==> config.mk <==
export PLATFORM = sky130hd
export DESIGN_NAME = jtr_top
export DESIGN_NICKNAME = d
export VERILOG_FILES = /design/src/logic/jtr_pkg.sv /design/src/logic/jtr_top.sv /design/src/logic/jtr_sync.sv /design/src/logic/jtr_regfile.sv
export SDC_FILE = /design/constraint.sdc
export NUM_CORES = 1
export LEC_CHECK = 0
export BUFFER_PORTS_ARGS = -buffer_cell sky130_fd_sc_hd__buf_2
export CELL_PAD_IN_SITES_DETAIL_PLACEMENT = 0
export CELL_PAD_IN_SITES_GLOBAL_PLACEMENT = 2
export CORE_ASPECT_RATIO = 1.25
export CORE_MARGIN = 2
export CORE_UTILIZATION = 42
export DETAILED_ROUTE_END_ITERATION = 10
export PLACE_DENSITY = 0.84
export SETUP_SLACK_MARGIN = 0.5
export SYNTH_ARGS = -nofsm -noshare
export SYNTH_HDL_FRONTEND = slang
export SYNTH_SLANG_ARGS = --single-unit
==> constraint.sdc <==
create_clock -name core_clk_in -period 2.8 [get_ports core_clk_in]
set_input_delay 0.42 -clock core_clk_in [delete_from_list [all_inputs] [get_ports core_clk_in]]
set_output_delay 0.42 -clock core_clk_in [all_outputs]
set_load 0.02 [all_outputs]
==> src/logic/jtr_pkg.sv <==
// Purpose: Shared constants for the test port register access block
// Assumes: 20 MHz core clock, test clock sampled by it
// Notes: Opcodes outside the register access code are house values
package jtr_pkg;
  // Instruction register
  localparam int IR_W = 3;
  localparam logic [2:0] OP_EXTEST = 3'h0;
  localparam logic [2:0] OP_SAMPLE = 3'h1;
  localparam logic [2:0] OP_IDCODE = 3'h2;
  localparam logic [2:0] OP_HIGHZ = 3'h3;
  localparam logic [2:0] OP_CLAMP = 3'h4;
  localparam logic [2:0] OP_REG_ACCESS = 3'h5;
  localparam logic [2:0] OP_BYPASS = 3'h7;
  localparam logic [2:0] IR_CAPTURE = 3'h1;
  // Identification value, arbitrary, bit 0 must be one
  localparam logic [31:0] IDCODE_VAL = 32'h0a5c_3001;
  // Register access data register layout
  localparam int ACC_W = 113;
  localparam int RSV_W = 57;
  localparam int ADDR_HI = 55;
  localparam int ADDR_LO = 35;
  localparam int RW_BIT = 34;
  localparam int DATA_HI = 33;
  localparam int DATA_LO = 2;
  localparam int ERR_BIT = 1;
  localparam int RDY_BIT = 0;
  localparam int ADDR_W = 21;
  // Boundary chain: input cells then output cells
  localparam int PAD_N = 4;
  localparam int BSR_W = 8;
  // Register map, byte offsets
  localparam logic [20:0] OFS_CTRL = 21'h000000;
  localparam logic [20:0] OFS_STAT = 21'h000004;
  localparam logic [20:0] OFS_SCR0 = 21'h000010;
  localparam int SCR_N = 4;
  localparam logic [31:0] CTRL_RST = 32'h00000001;
  localparam int CTRL_EN_BIT = 0;
  localparam int STAT_ERR_BIT = 8;
  // Register selector codes
  localparam logic [2:0] SEL_CTRL = 3'h0;
  localparam logic [2:0] SEL_STAT = 3'h1;
  localparam logic [2:0] SEL_SCR = 3'h2;
  localparam logic [2:0] SEL_NONE = 3'h7;
  // Timing
  localparam int CORE_HZ = 20000000;
  localparam int MIN_IDLE_TCK = 20;
endpackage

==> src/logic/jtr_top.sv <==
// Purpose: Test access port with boundary scan and register access
// Assumes: Test pins sampled by the 20 MHz core clock, TCK much slower
// Notes: High-speed serial pins are not part of the boundary chain
`timescale 1ns/10ps
`default_nettype none
module jtr_top (
  input wire logic core_clk_in,
  input wire logic rstn_in,
  input wire logic tck_in,
  input wire logic tms_in,
  input wire logic tdi_in,
  input wire logic trstn_in,
  output logic tdo_out,
  output logic tdo_oe_out,
  input wire logic [3:0] pad_in,
  input wire logic [3:0] core_out_in,
  output logic [3:0] pad_out,
  output logic [3:0] pad_oe_out,
  input wire logic [20:0] avs_address_in,
  input wire logic avs_read_in,
  input wire logic avs_write_in,
  input wire logic [31:0] avs_writedata_in,
  input wire logic [3:0] avs_byteenable_in,
  output logic [31:0] avs_readdata_out,
  output logic avs_waitrequest_out
);
  typedef enum logic [3:0] {
    ST_TLR = 4'h0, ST_RTI = 4'h1, ST_SEL_DR = 4'h2, ST_CAP_DR = 4'h3,
    ST_SH_DR = 4'h4, ST_EX1_DR = 4'h5, ST_PA_DR = 4'h6, ST_EX2_DR = 4'h7,
    ST_UP_DR = 4'h8, ST_SEL_IR = 4'h9, ST_CAP_IR = 4'ha, ST_SH_IR = 4'hb,
    ST_EX1_IR = 4'hc, ST_PA_IR = 4'hd, ST_EX2_IR = 4'he, ST_UP_IR = 4'hf
  } jtr_state_t;

  jtr_state_t st_q, st_d;
  logic [3:0] pin_s, pad_s;
  logic tck_s, tms_s, tdi_s, trstn_s, tck_p_q, rise, fall;
  logic [2:0] ir_q, ir_d, irs_q, irs_d;
  logic byp_q, byp_d;
  logic [31:0] ids_q, ids_d;
  logic [7:0] bsr_q, bsr_d, bup_q, bup_d;
  logic [112:0] acc_q, acc_d;
  logic tdo_d, oe_d;
  logic [3:0] pout_d, poe_d;
  logic req_q, req_d, rdy_q, rdy_d, err_q, err_d, rw_q, rw_d;
  logic [20:0] ra_q, ra_d;
  logic [31:0] rd_q, rd_d;
  logic done_w, derr_w;
  logic [31:0] drd_w;
  logic [20:0] acc_addr_w;

  // Pins come from the test clock side, two stages each
  jtr_sync #(.W(4), .RST(4'h8)) u_pin_sync (
    .core_clk_in(core_clk_in),
    .rstn_in(rstn_in),
    .async_in({trstn_in, tdi_in, tms_in, tck_in}),
    .sync_out(pin_s)
  );
  jtr_sync #(.W(4), .RST(4'h0)) u_pad_sync (
    .core_clk_in(core_clk_in),
    .rstn_in(rstn_in),
    .async_in(pad_in),
    .sync_out(pad_s)
  );
  assign {trstn_s, tdi_s, tms_s, tck_s} = pin_s;
  assign rise = tck_s && !tck_p_q;
  assign fall = !tck_s && tck_p_q;
  assign acc_addr_w = acc_q[jtr_pkg::ADDR_HI:jtr_pkg::ADDR_LO];

  // Register map shared with software
  jtr_regfile u_regs (
    .core_clk_in(core_clk_in),
    .rstn_in(rstn_in),
    .avs_address_in(avs_address_in),
    .avs_read_in(avs_read_in),
    .avs_write_in(avs_write_in),
    .avs_writedata_in(avs_writedata_in),
    .avs_byteenable_in(avs_byteenable_in),
    .avs_readdata_out(avs_readdata_out),
    .avs_waitrequest_out(avs_waitrequest_out),
    .jreq_in(req_q),
    .jaddr_in(ra_q),
    .jrw_in(rw_q),
    .jwdata_in(rd_q),
    .jdone_out(done_w),
    .jerr_out(derr_w),
    .jrdata_out(drd_w)
  );

  // Standard TAP walk on each sampled TCK rise
  always_comb begin
    st_d = st_q;
    if (!trstn_s) begin
      st_d = ST_TLR;
    end else if (rise) begin
      case (st_q)
        ST_TLR: st_d = tms_s ? ST_TLR : ST_RTI;
        ST_RTI: st_d = tms_s ? ST_SEL_DR : ST_RTI;
        ST_SEL_DR: st_d = tms_s ? ST_SEL_IR : ST_CAP_DR;
        ST_CAP_DR: st_d = tms_s ? ST_EX1_DR : ST_SH_DR;
        ST_SH_DR: st_d = tms_s ? ST_EX1_DR : ST_SH_DR;
        ST_EX1_DR: st_d = tms_s ? ST_UP_DR : ST_PA_DR;
        ST_PA_DR: st_d = tms_s ? ST_EX2_DR : ST_PA_DR;
        ST_EX2_DR: st_d = tms_s ? ST_UP_DR : ST_SH_DR;
        ST_UP_DR: st_d = tms_s ? ST_SEL_DR : ST_RTI;
        ST_SEL_IR: st_d = tms_s ? ST_TLR : ST_CAP_IR;
        ST_CAP_IR: st_d = tms_s ? ST_EX1_IR : ST_SH_IR;
        ST_SH_IR: st_d = tms_s ? ST_EX1_IR : ST_SH_IR;
        ST_EX1_IR: st_d = tms_s ? ST_UP_IR : ST_PA_IR;
        ST_PA_IR: st_d = tms_s ? ST_EX2_IR : ST_PA_IR;
        ST_EX2_IR: st_d = tms_s ? ST_UP_IR : ST_SH_IR;
        ST_UP_IR: st_d = tms_s ? ST_SEL_DR : ST_RTI;
        default: st_d = ST_TLR;
      endcase
    end
  end

  // Instruction and data registers, shifted LSB first
  always_comb begin
    ir_d = ir_q;
    irs_d = irs_q;
    byp_d = byp_q;
    ids_d = ids_q;
    bsr_d = bsr_q;
    bup_d = bup_q;
    acc_d = acc_q;
    if (st_q == ST_TLR) begin
      ir_d = jtr_pkg::OP_IDCODE;
    end else if (rise) begin
      case (st_q)
        ST_CAP_IR: irs_d = jtr_pkg::IR_CAPTURE;
        ST_SH_IR: irs_d = {tdi_s, irs_q[2:1]};
        ST_UP_IR: ir_d = irs_q;
        ST_CAP_DR: begin
          byp_d = 1'b0;
          ids_d = jtr_pkg::IDCODE_VAL;
          bsr_d = {core_out_in, pad_s};
          // Last result, data only meaningful after a read
          acc_d = {{jtr_pkg::RSV_W{1'b0}}, ra_q, rw_q, rd_q,
                   err_q, rdy_q};
        end
        ST_SH_DR: begin
          case (ir_q)
            jtr_pkg::OP_IDCODE: ids_d = {tdi_s, ids_q[31:1]};
            jtr_pkg::OP_EXTEST, jtr_pkg::OP_SAMPLE:
              bsr_d = {tdi_s, bsr_q[7:1]};
            jtr_pkg::OP_REG_ACCESS:
              acc_d = {tdi_s, acc_q[112:1]};
            default: byp_d = tdi_s;
          endcase
        end
        ST_UP_DR: begin
          if (ir_q == jtr_pkg::OP_EXTEST || ir_q == jtr_pkg::OP_SAMPLE) begin
            bup_d = bsr_q;
          end
        end
        default: begin
        end
      endcase
    end
  end

  // Request launch at Update-DR, completion back from register side
  always_comb begin
    req_d = 1'b0;
    ra_d = ra_q;
    rw_d = rw_q;
    rd_d = rd_q;
    rdy_d = rdy_q;
    err_d = err_q;
    if (rise && st_q == ST_UP_DR && ir_q == jtr_pkg::OP_REG_ACCESS) begin
      req_d = 1'b1;
      ra_d = acc_addr_w;
      rw_d = acc_q[jtr_pkg::RW_BIT];
      rd_d = acc_q[jtr_pkg::DATA_HI:jtr_pkg::DATA_LO];
      rdy_d = 1'b0;
      err_d = 1'b0;
    end
    // Completion wins over a launch in the same cycle
    if (done_w) begin
      rdy_d = 1'b1;
      err_d = derr_w;
      rd_d = rw_q ? rd_q : drd_w;
    end
  end

  // TDO moves on the falling TCK edge, enabled only while shifting
  always_comb begin
    tdo_d = tdo_out;
    oe_d = tdo_oe_out;
    if (fall) begin
      oe_d = (st_q == ST_SH_DR) || (st_q == ST_SH_IR);
      if (st_q == ST_SH_IR) begin
        tdo_d = irs_q[0];
      end else begin
        case (ir_q)
          jtr_pkg::OP_IDCODE: tdo_d = ids_q[0];
          jtr_pkg::OP_EXTEST, jtr_pkg::OP_SAMPLE: tdo_d = bsr_q[0];
          jtr_pkg::OP_REG_ACCESS: tdo_d = acc_q[0];
          default: tdo_d = byp_q;
        endcase
      end
    end
  end

  // Pad drive: extest and clamp use update cells, high-Z floats all
  always_comb begin
    pout_d = core_out_in;
    poe_d = 4'hf;
    if (ir_q == jtr_pkg::OP_EXTEST || ir_q == jtr_pkg::OP_CLAMP) begin
      pout_d = bup_q[7:4];
    end
    if (ir_q == jtr_pkg::OP_HIGHZ) begin
      poe_d = 4'h0;
    end
  end

  // All state registered here; instruction kept until changed
  always_ff @(posedge core_clk_in or negedge rstn_in) begin
    if (!rstn_in) begin
      st_q <= ST_TLR;
      tck_p_q <= 1'b0;
      ir_q <= jtr_pkg::OP_IDCODE;
      irs_q <= 3'h0;
      byp_q <= 1'b0;
      ids_q <= 32'h0;
      bsr_q <= 8'h00;
      bup_q <= 8'h00;
      acc_q <= '0;
      req_q <= 1'b0;
      ra_q <= 21'h0;
      rw_q <= 1'b0;
      rd_q <= 32'h0;
      rdy_q <= 1'b0;
      err_q <= 1'b0;
      tdo_out <= 1'b0;
      tdo_oe_out <= 1'b0;
      pad_out <= 4'h0;
      pad_oe_out <= 4'h0;
    end else begin
      st_q <= st_d;
      tck_p_q <= tck_s;
      ir_q <= ir_d;
      irs_q <= irs_d;
      byp_q <= byp_d;
      ids_q <= ids_d;
      bsr_q <= bsr_d;
      bup_q <= bup_d;
      acc_q <= acc_d;
      req_q <= req_d;
      ra_q <= ra_d;
      rw_q <= rw_d;
      rd_q <= rd_d;
      rdy_q <= rdy_d;
      err_q <= err_d;
      tdo_out <= tdo_d;
      tdo_oe_out <= oe_d;
      pad_out <= pout_d;
      pad_oe_out <= poe_d;
    end
  end

  AST_TRST_TLR: assert property (@(posedge core_clk_in)
    disable iff (!rstn_in) !trstn_s |=> st_q == ST_TLR)
    else $error("test reset did not force reset state");
  AST_TLR_IDCODE: assert property (@(posedge core_clk_in)
    disable iff (!rstn_in)
    st_q == ST_TLR && $past(st_q) == ST_TLR |-> ir_q == jtr_pkg::OP_IDCODE)
    else $error("reset state lacks id instruction");
  AST_ID_CAPTURE: assert property (@(posedge core_clk_in)
    disable iff (!rstn_in)
    rise && st_q == ST_CAP_DR |=> ids_q == jtr_pkg::IDCODE_VAL)
    else $error("id register not loaded");
  AST_REQ_PULSE: assert property (@(posedge core_clk_in)
    disable iff (!rstn_in)
    rise && st_q == ST_UP_DR && ir_q == jtr_pkg::OP_REG_ACCESS |=>
    req_q ##1 !req_q)
    else $error("access request not a single pulse");
  AST_REQ_FIELDS: assert property (@(posedge core_clk_in)
    disable iff (!rstn_in)
    req_q |-> ra_q == $past(acc_addr_w) && !rdy_q)
    else $error("request address not taken from register");
  AST_DONE_BOUND: assert property (@(posedge core_clk_in)
    disable iff (!rstn_in) req_q |-> ##[1:4] rdy_q)
    else $error("access did not complete");
  AST_CAP_STATUS: assert property (@(posedge core_clk_in)
    disable iff (!rstn_in)
    rise && st_q == ST_CAP_DR && ir_q == jtr_pkg::OP_REG_ACCESS |=>
    acc_q[jtr_pkg::RDY_BIT] == $past(rdy_q) &&
    acc_q[jtr_pkg::ERR_BIT] == $past(err_q))
    else $error("ready and error not captured");
  AST_HIGHZ: assert property (@(posedge core_clk_in)
    disable iff (!rstn_in)
    (ir_q == jtr_pkg::OP_HIGHZ) [*2] |-> pad_oe_out == 4'h0)
    else $error("pads driven under high-Z");
  AST_TDO_OE: assert property (@(posedge core_clk_in)
    disable iff (!rstn_in)
    $rose(tdo_oe_out) |-> $past(st_q) == ST_SH_DR || $past(st_q) == ST_SH_IR)
    else $error("tdo enabled outside shift");
endmodule
`default_nettype wire

==> src/logic/jtr_sync.sv <==
// Purpose: Two-stage synchroniser for pin levels
// Assumes: Inputs are levels from outside the core clock
// Notes: Only the second stage may be read
`timescale 1ns/10ps
`default_nettype none
module jtr_sync #(
  parameter int W = 1,
  parameter logic [W-1:0] RST = '0
) (
  input wire logic core_clk_in,
  input wire logic rstn_in,
  input wire logic [W-1:0] async_in,
  output logic [W-1:0] sync_out
);
  logic [W-1:0] meta_q;

  // Metastability chain
  always_ff @(posedge core_clk_in or negedge rstn_in) begin
    if (!rstn_in) begin
      meta_q <= RST;
      sync_out <= RST;
    end else begin
      meta_q <= async_in;
      sync_out <= meta_q;
    end
  end
endmodule
`default_nettype wire

==> src/logic/jtr_regfile.sv <==
// Purpose: Configuration registers, Avalon slave plus test port access
// Assumes: One test port request at a time, spaced far apart
// Notes: Avalon access waits at most one test port request
`timescale 1ns/10ps
`default_nettype none
module jtr_regfile (
  input wire logic core_clk_in,
  input wire logic rstn_in,
  input wire logic [20:0] avs_address_in,
  input wire logic avs_read_in,
  input wire logic avs_write_in,
  input wire logic [31:0] avs_writedata_in,
  input wire logic [3:0] avs_byteenable_in,
  output logic [31:0] avs_readdata_out,
  output logic avs_waitrequest_out,
  input wire logic jreq_in,
  input wire logic [20:0] jaddr_in,
  input wire logic jrw_in,
  input wire logic [31:0] jwdata_in,
  output logic jdone_out,
  output logic jerr_out,
  output logic [31:0] jrdata_out
);
  logic [31:0] ctrl_q, ctrl_d;
  logic [31:0] scr_q [jtr_pkg::SCR_N];
  logic [31:0] scr_d [jtr_pkg::SCR_N];
  logic [7:0] cnt_q, cnt_d;
  logic lerr_q, lerr_d, jp_q, jp_d, wait_d, done_d, err_d;
  logic [31:0] rd_d, jrd_d;
  logic [20:0] pa_q, pa_d;
  logic prw_q, prw_d;
  logic [31:0] pwd_q, pwd_d;

  // Same offsets for both masters, unmapped gives none
  function automatic logic [2:0] reg_sel(input logic [20:0] a);
    if (a == jtr_pkg::OFS_CTRL) begin
      return jtr_pkg::SEL_CTRL;
    end else if (a == jtr_pkg::OFS_STAT) begin
      return jtr_pkg::SEL_STAT;
    end else if (a >= jtr_pkg::OFS_SCR0 && a[1:0] == 2'h0 &&
                 a < jtr_pkg::OFS_SCR0 + 21'(4 * jtr_pkg::SCR_N)) begin
      return jtr_pkg::SEL_SCR;
    end else begin
      return jtr_pkg::SEL_NONE;
    end
  endfunction

  function automatic logic [31:0] rd_val(input logic [20:0] a,
    input logic [31:0] c, input logic [31:0] s, input logic [7:0] n,
    input logic e);
    case (reg_sel(a))
      jtr_pkg::SEL_CTRL: return c;
      jtr_pkg::SEL_STAT: return {23'h0, e, n};
      jtr_pkg::SEL_SCR: return s;
      default: return 32'h0;
    endcase
  endfunction

  // Arbiter and register update, test port request first
  always_comb begin
    logic [1:0] ai;
    logic [1:0] ji;
    ai = 2'(avs_address_in[20:2] - jtr_pkg::OFS_SCR0[20:2]);
    ji = 2'(pa_q[20:2] - jtr_pkg::OFS_SCR0[20:2]);
    ctrl_d = ctrl_q;
    scr_d = scr_q;
    cnt_d = cnt_q;
    lerr_d = lerr_q;
    jp_d = jp_q | jreq_in;
    pa_d = jreq_in ? jaddr_in : pa_q;
    prw_d = jreq_in ? jrw_in : prw_q;
    pwd_d = jreq_in ? jwdata_in : pwd_q;
    wait_d = 1'b1;
    done_d = 1'b0;
    err_d = jerr_out;
    rd_d = avs_readdata_out;
    jrd_d = jrdata_out;
    if (jp_q) begin
      // Offset is taken from the normal register map
      jp_d = jreq_in;
      done_d = 1'b1;
      err_d = !ctrl_q[jtr_pkg::CTRL_EN_BIT] ||
              reg_sel(pa_q) == jtr_pkg::SEL_NONE ||
              (prw_q && reg_sel(pa_q) == jtr_pkg::SEL_STAT);
      if (!err_d && prw_q) begin
        if (reg_sel(pa_q) == jtr_pkg::SEL_CTRL) begin
          ctrl_d = pwd_q;
        end else begin
          scr_d[ji] = pwd_q;
        end
      end
      jrd_d = (err_d || prw_q) ? 32'h0 :
              rd_val(pa_q, ctrl_q, scr_q[ji], cnt_q, lerr_q);
      cnt_d = cnt_q + 8'h01;
      lerr_d = err_d;
    end else if ((avs_read_in || avs_write_in) && avs_waitrequest_out) begin
      wait_d = 1'b0;
      rd_d = rd_val(avs_address_in, ctrl_q, scr_q[ai], cnt_q, lerr_q);
      if (avs_write_in) begin
        for (int b = 0; b < 4; b++) begin
          if (avs_byteenable_in[b]) begin
            if (reg_sel(avs_address_in) == jtr_pkg::SEL_CTRL) begin
              ctrl_d[8*b +: 8] = avs_writedata_in[8*b +: 8];
            end else if (reg_sel(avs_address_in) == jtr_pkg::SEL_SCR) begin
              scr_d[ai][8*b +: 8] = avs_writedata_in[8*b +: 8];
            end
          end
        end
      end
    end
  end

  // State registers
  always_ff @(posedge core_clk_in or negedge rstn_in) begin
    if (!rstn_in) begin
      ctrl_q <= jtr_pkg::CTRL_RST;
      for (int i = 0; i < jtr_pkg::SCR_N; i++) begin
        scr_q[i] <= 32'h0;
      end
      cnt_q <= 8'h00;
      lerr_q <= 1'b0;
      jp_q <= 1'b0;
      pa_q <= 21'h0;
      prw_q <= 1'b0;
      pwd_q <= 32'h0;
      avs_waitrequest_out <= 1'b1;
      avs_readdata_out <= 32'h0;
      jdone_out <= 1'b0;
      jerr_out <= 1'b0;
      jrdata_out <= 32'h0;
    end else begin
      ctrl_q <= ctrl_d;
      scr_q <= scr_d;
      cnt_q <= cnt_d;
      lerr_q <= lerr_d;
      jp_q <= jp_d;
      pa_q <= pa_d;
      prw_q <= prw_d;
      pwd_q <= pwd_d;
      avs_waitrequest_out <= wait_d;
      avs_readdata_out <= rd_d;
      jdone_out <= done_d;
      jerr_out <= err_d;
      jrdata_out <= jrd_d;
    end
  end

  // Avalon answer within a bounded wait
  AST_AV_ANSWER: assert property (@(posedge core_clk_in)
    disable iff (!rstn_in)
    (avs_read_in || avs_write_in) && avs_waitrequest_out |->
    ##[1:3] !avs_waitrequest_out)
    else $error("avalon access not answered");
  // Test port request completes promptly
  AST_J_DONE: assert property (@(posedge core_clk_in)
    disable iff (!rstn_in)
    jreq_in |-> ##[2:3] jdone_out)
    else $error("test port access not completed");
endmodule
`default_nettype wire

* Word level (Yosys, flattened, before mapping)
Index checks and enable logic that the tools add are counted.
Cells by class: divide/modulo/power cells 0, equal/unequal tests 40, bitwise operators 5, add/subtract/negate cells 3, multipliers 0, muxes and demuxes 152, shift operators 0, $lt $le $gt $ge 8, reduce and logical (&&, ||, !) cells 71
Operators with widths (count):
- 128-bit two-way mux | 26
- 128-bit bitwise mux | 5
- 32-bit two-way mux | 16
- 32-bit demux with 2-bit select | 5
- 113-bit case mux with 2 select lines | 1
- 32-bit case mux with 3 select lines | 2
- 3-bit two-way mux | 52
- 32-bit binary-select mux with 2-bit select | 2
- 113-bit two-way mux | 1
- 8-bit two-way mux | 10
- 32-bit case mux with 2 select lines | 1
- 4-bit case mux with 12 select lines | 1
- 21-bit by 3-bit equality test with 1-bit output, second input constant | 2
- 21-bit by 5-bit greater-or-equal comparator with 1-bit output, second input constant | 2
- 21-bit logical NOT | 2
- 21-bit by 6-bit < comparator with 1-bit output, second input constant | 2
- 4-bit equality test, second input constant | 8
- 4-bit two-way mux | 8
- 2-bit nonzero test | 15
- 3-bit by 2-bit equality test with 1-bit output, second input constant | 8
- 3-bit logical NOT | 8
- 24-bit two-way mux | 1
- 4-bit AND reduction | 6
- 6-bit AND reduction | 4
- other kinds (31) | 91
Storage, ports and cells: bits in latches 0, memories 0, word-level logic and storage cells 320, output and inout bits 43, RAM bits 0, bits of input ports 73, memory bits (read-only) 0, register bits after elaboration 546

* Depth between registers and ports, before layout
Gate-level depths: netlist of run 1.
depth in word-level cells 44, depth in mapped cells 10, mapped depth without buffers 5

* By module
From an unflattened synthesis of run 1, not the netlist that was laid out.
Second synthesis, totals: cells, all modules 2374, area total of the unflattened synthesis 25668.4 sq um
By module, submodules not included:
- jtr_regfile | times used 1, area an instance 15283.4 sq um, cells each 1319, sequential area each 7259.5 sq um
- jtr_top | times used 1, area an instance 9982.1 sq um, cells each 1039, sequential area each 5831.8 sq um
- jtr_sync at u_pin_sync | times used 1, area an instance 202.7 sq um, cells each 8, sequential area each 202.7 sq um
- jtr_sync at u_pad_sync | times used 1, area an instance 200.2 sq um, cells each 8, sequential area each 200.2 sq um

* Worst setup path before layout of run 1
OpenSTA, ideal clock, no wires.
path kind input -> register, start input port avs_address_in[2], end register u_regs.avs_readdata_out[3], buffers on the path 2, setup time 0.133 ns, arrival 2.037 ns, stages on the path 5, required time 2.667 ns, setup slack 0.629 ns, cell sequence buf_2 > buf_1 > mux4_2 > a222oi_1 > o21ai_0
On the way: cells in the longest elaborated chain, start to end 10, elaborated cells between the ends (all ways) 20, classes of those cells 1 x add/sub; 2 x order compare; 3 x eq/ne; 9 x mux; 1 x bitwise; 4 x reduce/logical
Ends and longest elaborated chain:
- start: declaration | RTL line jtr_top.sv:19 | input wire logic [20:0] avs_address_in,
- 21-bit by 5-bit greater-or-equal comparator with 1-bit output | RTL line jtr_regfile.sv:40 | end else if (a >= jtr_pkg::OFS_SCR0 && a[1:0] == 2'h0 &&
- 1-bit logical AND (2 in a row) | RTL line jtr_regfile.sv:40
- 3-bit two-way mux | RTL line jtr_regfile.sv:40
- 3-bit two-way mux | RTL line jtr_regfile.sv:38 | end else if (a == jtr_pkg::OFS_STAT) begin
- 3-bit two-way mux | RTL line jtr_regfile.sv:36 | if (a == jtr_pkg::OFS_CTRL) begin
- 3-bit two-way mux | RTL line jtr_regfile.sv:96 | end else if ((avs_read_in || avs_write_in) && avs_waitrequest_out) begin
- 3-bit two-way mux | RTL line jtr_regfile.sv:78 | if (jp_q) begin
- 3-bit by 2-bit equality test with 1-bit output (tied with other cells) | RTL line jtr_regfile.sv:51 | case (reg_sel(a))
- 32-bit case mux with 3 select lines (*) | RTL line jtr_regfile.sv:51
- end signal: assignment | RTL line jtr_regfile.sv:141 | avs_readdata_out <= rd_d;
- end: declaration | RTL line jtr_regfile.sv:14 | output logic [31:0] avs_readdata_out,
Mark *: on every way between the ends. The rest lies on a longest branch, timed or not. The select of a mux whose other input is x is not followed. A chain may end at the register's enable or synchronous reset.

* Worst setup path in the final report of run 1
start register u_regs.pa_q[4], end register u_regs.ctrl_q[6]
On the way: cells in the longest elaborated chain, start to end 14, elaborated cells between the ends (all ways) 23, classes of those cells 2 x order compare; 5 x eq/ne; 6 x mux; 10 x reduce/logical
Ends and longest elaborated chain:
- start: declaration | RTL line jtr_regfile.sv:30 | logic [20:0] pa_q, pa_d;
- start signal: assignment | RTL line jtr_regfile.sv:137 | pa_q <= pa_d;
- 21-bit by 5-bit greater-or-equal comparator with 1-bit output | RTL line jtr_regfile.sv:40
- 1-bit logical AND (2 in a row) | RTL line jtr_regfile.sv:40
- 3-bit two-way mux | RTL line jtr_regfile.sv:40
- 3-bit two-way mux | RTL line jtr_regfile.sv:38
- 3-bit two-way mux (*) | RTL line jtr_regfile.sv:36
- 3-bit two-way mux | RTL line jtr_regfile.sv:78
- 3-bit equality test / 3-bit by 1-bit equality test with 1-bit output (equally long branches) | RTL line jtr_regfile.sv:83, jtr_regfile.sv:84
- 1-bit logical OR / 1-bit logical AND (equally long branches) | RTL line jtr_regfile.sv:82, jtr_regfile.sv:84
- 1-bit logical OR | RTL line jtr_regfile.sv:83 | reg_sel(pa_q) == jtr_pkg::SEL_NONE ||
- 1-bit logical NOT | RTL line jtr_regfile.sv:85 | if (!err_d && prw_q) begin
- 1-bit logical AND | RTL line jtr_regfile.sv:85
- 2-bit != test (no line)
- 6-bit AND reduction (no line) (*)
- end signal: assignment | RTL line jtr_regfile.sv:116 | ctrl_q <= jtr_pkg::CTRL_RST;
- end signal: assignment | RTL line jtr_regfile.sv:132 | ctrl_q <= ctrl_d;
- end: declaration | RTL line jtr_regfile.sv:24 | logic [31:0] ctrl_q, ctrl_d;
Marked as above.

==> results of run 1 <==
-- layout by cell type (no fill, tap or decap), drive strengths merged, types with 16 or more instances in the layout --
master   instances
a22oi           56
mux2i           92
mux4            64
o21ai          209
nor2            70
o22ai          129
a21oi           41
nand2          423
dfrtp          534
o221a           31
buf            194
nand4           16
o2bb2ai         32
clkbuf          86
nand2b          35
mux2           199
-- timing repair --
item,in CTS,in global routing
hold buffers,9,0
setup endpoints to repair,203,116
gates cloned,0,0
endpoints found under the hold margin,69,0
resized for setup,3,7
pin swaps,0,1
-- layout make-up --
class / instances / area (sq um) / share of cell area (%)
clock buffers: 86 / 1660 / 5.73
inverters: 7 / 30.0 / 0.104
well taps: 765 / 957 / 3.32
repair buffers: 203 / 1510 / 5.21
clock inverters: 16 / 195 / 0.676
multi-input cells: 1518 / 11000 / 38.2
flip-flops and latches: 539 / 13500 / 46.8
-- worst max-delay path, cell delays in order, from the launching register on --
cell and delay, ns:
dfrtp_1 0.75, o2111a_1 0.44, nand4_1 0.21, or2b_1 0.49, o221a_2 0.28
-- worst paths after layout --
kind                       slack, ns                    endpoint  depth (start not counted)                 start
min                             0.07                  pad_out[2]                          2        core_out_in[2]
max reg2reg                     0.59            u_regs.ctrl_q[6]                          4        u_regs.pa_q[4]
min reg2reg                     0.35      u_pad_sync.sync_out[0]                          0  u_pad_sync.meta_q[0]
max                             0.59            u_regs.ctrl_q[6]                          4        u_regs.pa_q[4]
max in group asynchronous       1.48  u_regs.avs_waitrequest_out                          3               rstn_in
min in group asynchronous       0.40                   acc_q[28]                          2               rstn_in
-- Yosys cell counts (all sizes together) (3+ instances only) --
library cell	number	area [sq um]
and3	12	75.1
or3	3	18.8
a22oi	56	420
o22ai	129	807
dfrtp	534	13400
o211ai	6	50.1
a21o	5	38.8
nand4	16	106
nor4	8	65.1
a31oi	8	50.1
o221a	31	349
mux2i	92	933
buf	76	408
o2bb2ai	32	280
o21ai	209	1210
mux2	199	2250
and4	3	27.5
inv	7	26.3
nor3	3	26.3
or2	4	25.0
nor2	70	263
nand2b	35	219
a21oi	41	205
mux4	64	1440
and2	8	50.1
a222oi	9	90.1
dfstp	5	131
nand2	423	1590
clkbuf	102	384
nand3	6	30.0
nor2b	15	93.8
xnor2	6	52.6
-- metrics by stage --
step | utilization, % | instance area (sq um)
2_1_floorplan | - | 25300
3_3_place_gp | 45.2 | 26900
3_5_place_dp | 45.2 | 26900
4_1_cts | 48.4 | 28900
5_1_grt | 48.5 | 28900
6_report | 48.5 | 28900
-- metal layers --
layer | up-vias | track usage, % | wire (microns) | share of wire, %
met4 | 0 | 8.03 | 2200 | 3.3
met3 | 142 | 3.77 | 3820 | 5.7
met5 | - | 0 | 0 | 0
li1 | 8295 | - | - | -
met2 | 607 | 36.2 | 32600 | 48
met1 | 9100 | 28.8 | 28700 | 43
-- flip-flops by register name, summed over array words and instances (netlist names), 4 cells and up --
signal                   flops
acc_q                      113
bsr_q                        8
bup_q                        4
ids_q                       32
pad_out                      4
ra_q                        21
rd_q                        32
st_q                         4
u_pad_sync.meta_q            4
u_pad_sync.sync_out          4
u_pin_sync.meta_q            4
u_pin_sync.sync_out          4
u_regs.avs_readdata_out     32
u_regs.cnt_q                 8
u_regs.ctrl_q               32
u_regs.jrdata_out           32
u_regs.pa_q                 21
u_regs.pwd_q                32
u_regs.scr_q               128
-- kinds of logic after synthesis --
logic type	share of synthesized area (%)
AOI/OAI and AO/OA	14.3
xor gates and xnor gates	0.277
adders and majority gates	0.0494
buffers and inverters	3.23
DFF	53.3
muxes	18.3
and+or+nand+nor	10.5
-- where the power goes --
part           internal, mW  switching (mW)
Combinational         0.168           0.366
Sequential             7.83          0.0268
Clock                  4.42            3.14
==> flow_summary_export.csv, run 1 <==
group,metric,value,unit
drt,first_pass_iters,7,
outcome,outcome,"complete, no violations",
synth,ys_async_sr_fraction,100,%
sta,hold_ws,0.0705,ns
synth,synth-main-ff-cell,"dfrtp_1",
sta,rsz0062_at_grt,"yes",
clock_tree,clock-sinks,539,
placed_design,dp_hpwl,44.1,mm
synth,syn_nets,2316,
floorplanning,fp.dieW,224,microns
setup_path,worstPathRequired,3.36,ns
synth,synth_area,25300,sq um
floorplanning,row_count,100,
pwr,p_total,16.0,mW
sta,period_share,78.9,%
sta,tns,0,ns
floorplanning,ioPinCount,116,
placed_design,dp.cells,3023,
placed_design,port_buffers,115,
clock_tree,cts_htree_levels,2,
setup_path,worstPathMaxFanout,15,
drt,drt_iter0_markers,1464,
cells_and_area,drive_above_1_share,23.0,%
sta,fin_skew,0.0426,ns
clock_tree,post-cts-setup-buffer-count,0,
sta,clock.fmax,452,MHz
synth,ys_warn_count,0,
cells_and_area,fill_cells,5458,
cells_and_area,syn_to_final_growth,14.1,%
clock_tree,cts_buffers,56,
drt,finalWirelength,67.3,mm
clock_tree,clk_path_buf_depth,3,
floorplanning,initial_core_util,42.5,%
clock_tree,cts_tree,"built",
global_routing,grt_pass1_vias,18700,
setup_path,cp-start-kind,"flip-flop",
drt,vias,18100,
worst_hold_path,hold_path.class,"primary input to flip-flop",
synth,ys_types,70,
clock_tree,cts-root-buf,"clkbuf_16",
sta,finalSetupViolCount,0,
synth,synth-seq-cells,539,
drt,postRouteAntennaNets,0,
synth,synth-edff-count,0,
clock_tree,path_clk_slew,0.06,ns
global_routing,grt_max_degree,115,
drt,drt-wirelength-per-cell,21.5,microns
sta,period_minus_slack,2.21,ns
clock_tree,clock_latency,0.62,ns
synth,avgSynthCellArea,11.3,sq um
cells_and_area,fin_cells,3134,
synth,synth-seq-area-share,53.3,%
drt,drc_errors,0,
sta,finalHoldViolations,0,
cells_and_area,fin_nets,2399,
pwr,cellLeakagePower,12.6,nW
setup_path,crit_type,"flip-flop to flip-flop",
sta,fin_ws,0.590,ns
global_routing,grt_overflow,0,
sta,worstMarginPinSlew,0.751,ns
placed_design,place_ws,0.395,ns
setup_path,crit_path_end_kind,"flip-flop",
floorplanning,die_area,62200,sq um
global_routing,grt_first_pass_wirelength,107,mm
sta,drv_slew,0,
setup_path,arrival,2.77,ns
run,drv_cap,0,
synth,syn_inst,2242,
pwr,cellPowerDensity,553,nW/um^2
cells_and_area,antennaDiodeCount,0,
placed_design,place_congestion,0.901,
drt,via_per_inst,5.79,
floorplanning,core-area,59600,sq um
sta,timing.slew.headroom,49.9,%
pwr,ir_drop,0.487,mV
global_routing,grt_usage,21.8,%
global_routing,antenna_found_initial,0,
floorplanning,die_y,278,microns
Note: power is estimated with default switching activity, not from simulation.
==> run 2, diff against run 1 <==
==> constraint.sdc (replaced) <==
create_clock -name core_clk_in -period 2.1 [get_ports core_clk_in]
set_input_delay 0.315 -clock core_clk_in [delete_from_list [all_inputs] [get_ports core_clk_in]]
set_output_delay 0.315 -clock core_clk_in [all_outputs]
set_load 0.02 [all_outputs]
==> run 2 against run 1 <==
Against the previous run: hold slack improved by 0.0076 ns; critical path type unchanged; clock power rose by 38%; wire length rose by 14%; final cell count rose by 5.1%; sequential power rose by 34%; first-iteration DRC count fell by 2.3%; critical path depth did not move; total power rose by 36%; setup slack got worse by 0.57 ns; sequential cell count did not move; clock-buffer cell count fell by 8.
==> flow_summary_export.csv, run 2 (synthesis results as in run 1) <==
group,metric,value,unit
floorplanning,die_y,278,microns
floorplanning,die_area,62200,sq um
placed_design,dp_hpwl,47.0,mm
drt,drt-wirelength-per-cell,23.4,microns
worst_hold_path,hold_path.class,"primary input to flip-flop",
floorplanning,fp.dieW,224,microns
setup_path,worstPathMaxFanout,10,
drt,vias,19300,
sta,finalSetupViolCount,0,
global_routing,antenna_found_initial,0,
clock_tree,cts_htree_levels,2,
pwr,ir_drop,0.635,mV
cells_and_area,largestRegisters,"u_regs.scr_q x128, acc_q x113",
floorplanning,ioPinCount,116,
global_routing,grt_first_pass_wirelength,114,mm
global_routing,grt_usage,23.2,%
global_routing,grt_overflow,0,
sta,fin_skew,0.0320,ns
sta,drv_slew,0,
cells_and_area,syn_to_final_growth,30.4,%
cells_and_area,final_common_cell,"dfrtp_1",
placed_design,port_buffers,115,
drt,via_per_inst,5.85,
sta,clock.fmax,481,MHz
setup_path,r2r_setup_slack,0.02,ns
sta,worstMarginPinSlew,0.805,ns
drt,finalWirelength,76.9,mm
worst_hold_path,whs_path_depth,3,
clock_tree,clk_path_buf_depth,3,
cells_and_area,fill_cells,4923,
sta,rsz0062_at_grt,"yes",
drt,first_pass_iters,5,
cells_and_area,fin_cells,3293,
floorplanning,row_count,100,
sta,finalHoldViolations,0,
floorplanning,core-area,59600,sq um
cells_and_area,drive_above_1_share,37.0,%
sta,timing.slew.headroom,46.3,%
clock_tree,path_clk_slew,0.06,ns
sta,hold_ws,0.0781,ns
clock_tree,clock_latency,0.63,ns
sta,period_share,99.0,%
clock_tree,clock-sinks,539,
run,drv_cap,0,
setup_path,worstPathRequired,2.61,ns
setup_path,cp-start-kind,"flip-flop",
global_routing,grt_max_degree,82,
clock_tree,cts_buffers,56,
placed_design,place_ws,-0.0541,ns
pwr,cellPowerDensity,658,nW/um^2
sta,tns,0,ns
placed_design,place_congestion,0.876,
pwr,cellLeakagePower,14.2,nW
clock_tree,cts_tree,"built",
drt,drc_errors,0,
cells_and_area,max_flop_register,"u_regs.scr_q",
clock_tree,cts-root-buf,"clkbuf_16",
global_routing,grt_pass1_vias,19600,
cells_and_area,fin_nets,2556,
cells_and_area,largest_reg_flops,128,
floorplanning,initial_core_util,42.5,%
setup_path,reg2reg_depth,4,
cells_and_area,final_cell_mix,"dfrtp_1 (527), nand2_1 (392), o22ai_1 (129), o21ai_1 (123), mux2_2 (119)",
cells_and_area,antennaDiodeCount,0,
placed_design,dp.cells,3072,
sta,period_minus_slack,2.08,ns
outcome,outcome,"complete, no violations",
setup_path,crit_type,"flip-flop to flip-flop",
drt,postRouteAntennaNets,0,
setup_path,crit_path_end_kind,"flip-flop",
drt,drt_iter0_markers,1431,
setup_path,arrival,2.59,ns
sta,fin_ws,0.0217,ns
run 2: area by class of cell:
cell class                 count  area, sq um  share of cell area (%)
sequential                   539        13500                    40.9
tap                          765          957                    2.90
clock buffer                  78         1640                    4.96
clock inverter                26          274                   0.830
multi-input combinational   1519        12700                    38.3
inverter                       7         33.8                   0.102
timing repair buffer         359         3940                    11.9
run 2: metrics by stage:
| stage | area (sq um) | power, mW | util (%) |
|---|---|---|---|
| final | 33000 | 21.7 | 55.4 |
| after global routing | 33000 | 22.5 | 55.4 |
| after CTS | 30900 | 21.9 | 51.9 |
| after detailed placement | 28000 | 11.4 | 47.1 |
| after global placement | 28000 | 11.4 | 47.1 |
| after floorplan | 26200 | 10.9 | - |
run 2: where the power goes:
group | switching, mW | internal (mW) | leakage (nW)
sequential | 0.0387 | 10.4 | 7.43
combinational | 0.541 | 0.325 | 5.82
clock | 4.41 | 5.95 | 0.945
run 2: critical path: stages, from the launching register on:
cell and delay, ns:
dfrtp_2 0.50, and3b_1 0.23, and2_2 0.27, o21ai_2 0.55, mux2_2 0.41
run 2: routing by layer:
metal  vias to the layer above  global-route usage (%)  part of all wire, %
li1                       8655                       -                    -
met1                      9846                    30.3                   41
met2                       612                    39.4                   51
met3                       143                    3.71                  5.2
met4                         0                    7.61                  2.5
met5                         -                       0                    0
run 2: timing repair:
item,CTS,global route
setup buffers,25,35
gates cloned,13,30
hold buffers,14,0
hold endpoints to repair,122,0
pin swaps,5,70
endpoints found under the setup margin,442,448
resized for setup,69,243
run 2: worst paths after layout:
| path | from | to |
|---|---|---|
| setup / recovery | u_regs.jp_q | u_regs.scr_q[43] |
| hold / removal | avs_writedata_in[7] | u_regs.ctrl_q[7] |
| setup reg to reg | u_regs.jp_q | u_regs.scr_q[43] |
| hold reg to reg | u_pin_sync.meta_q[0] | u_pin_sync.sync_out[0] |
| max in group asynchronous | rstn_in | u_regs.scr_q[118] |
| min in group asynchronous | rstn_in | u_pin_sync.meta_q[1] |
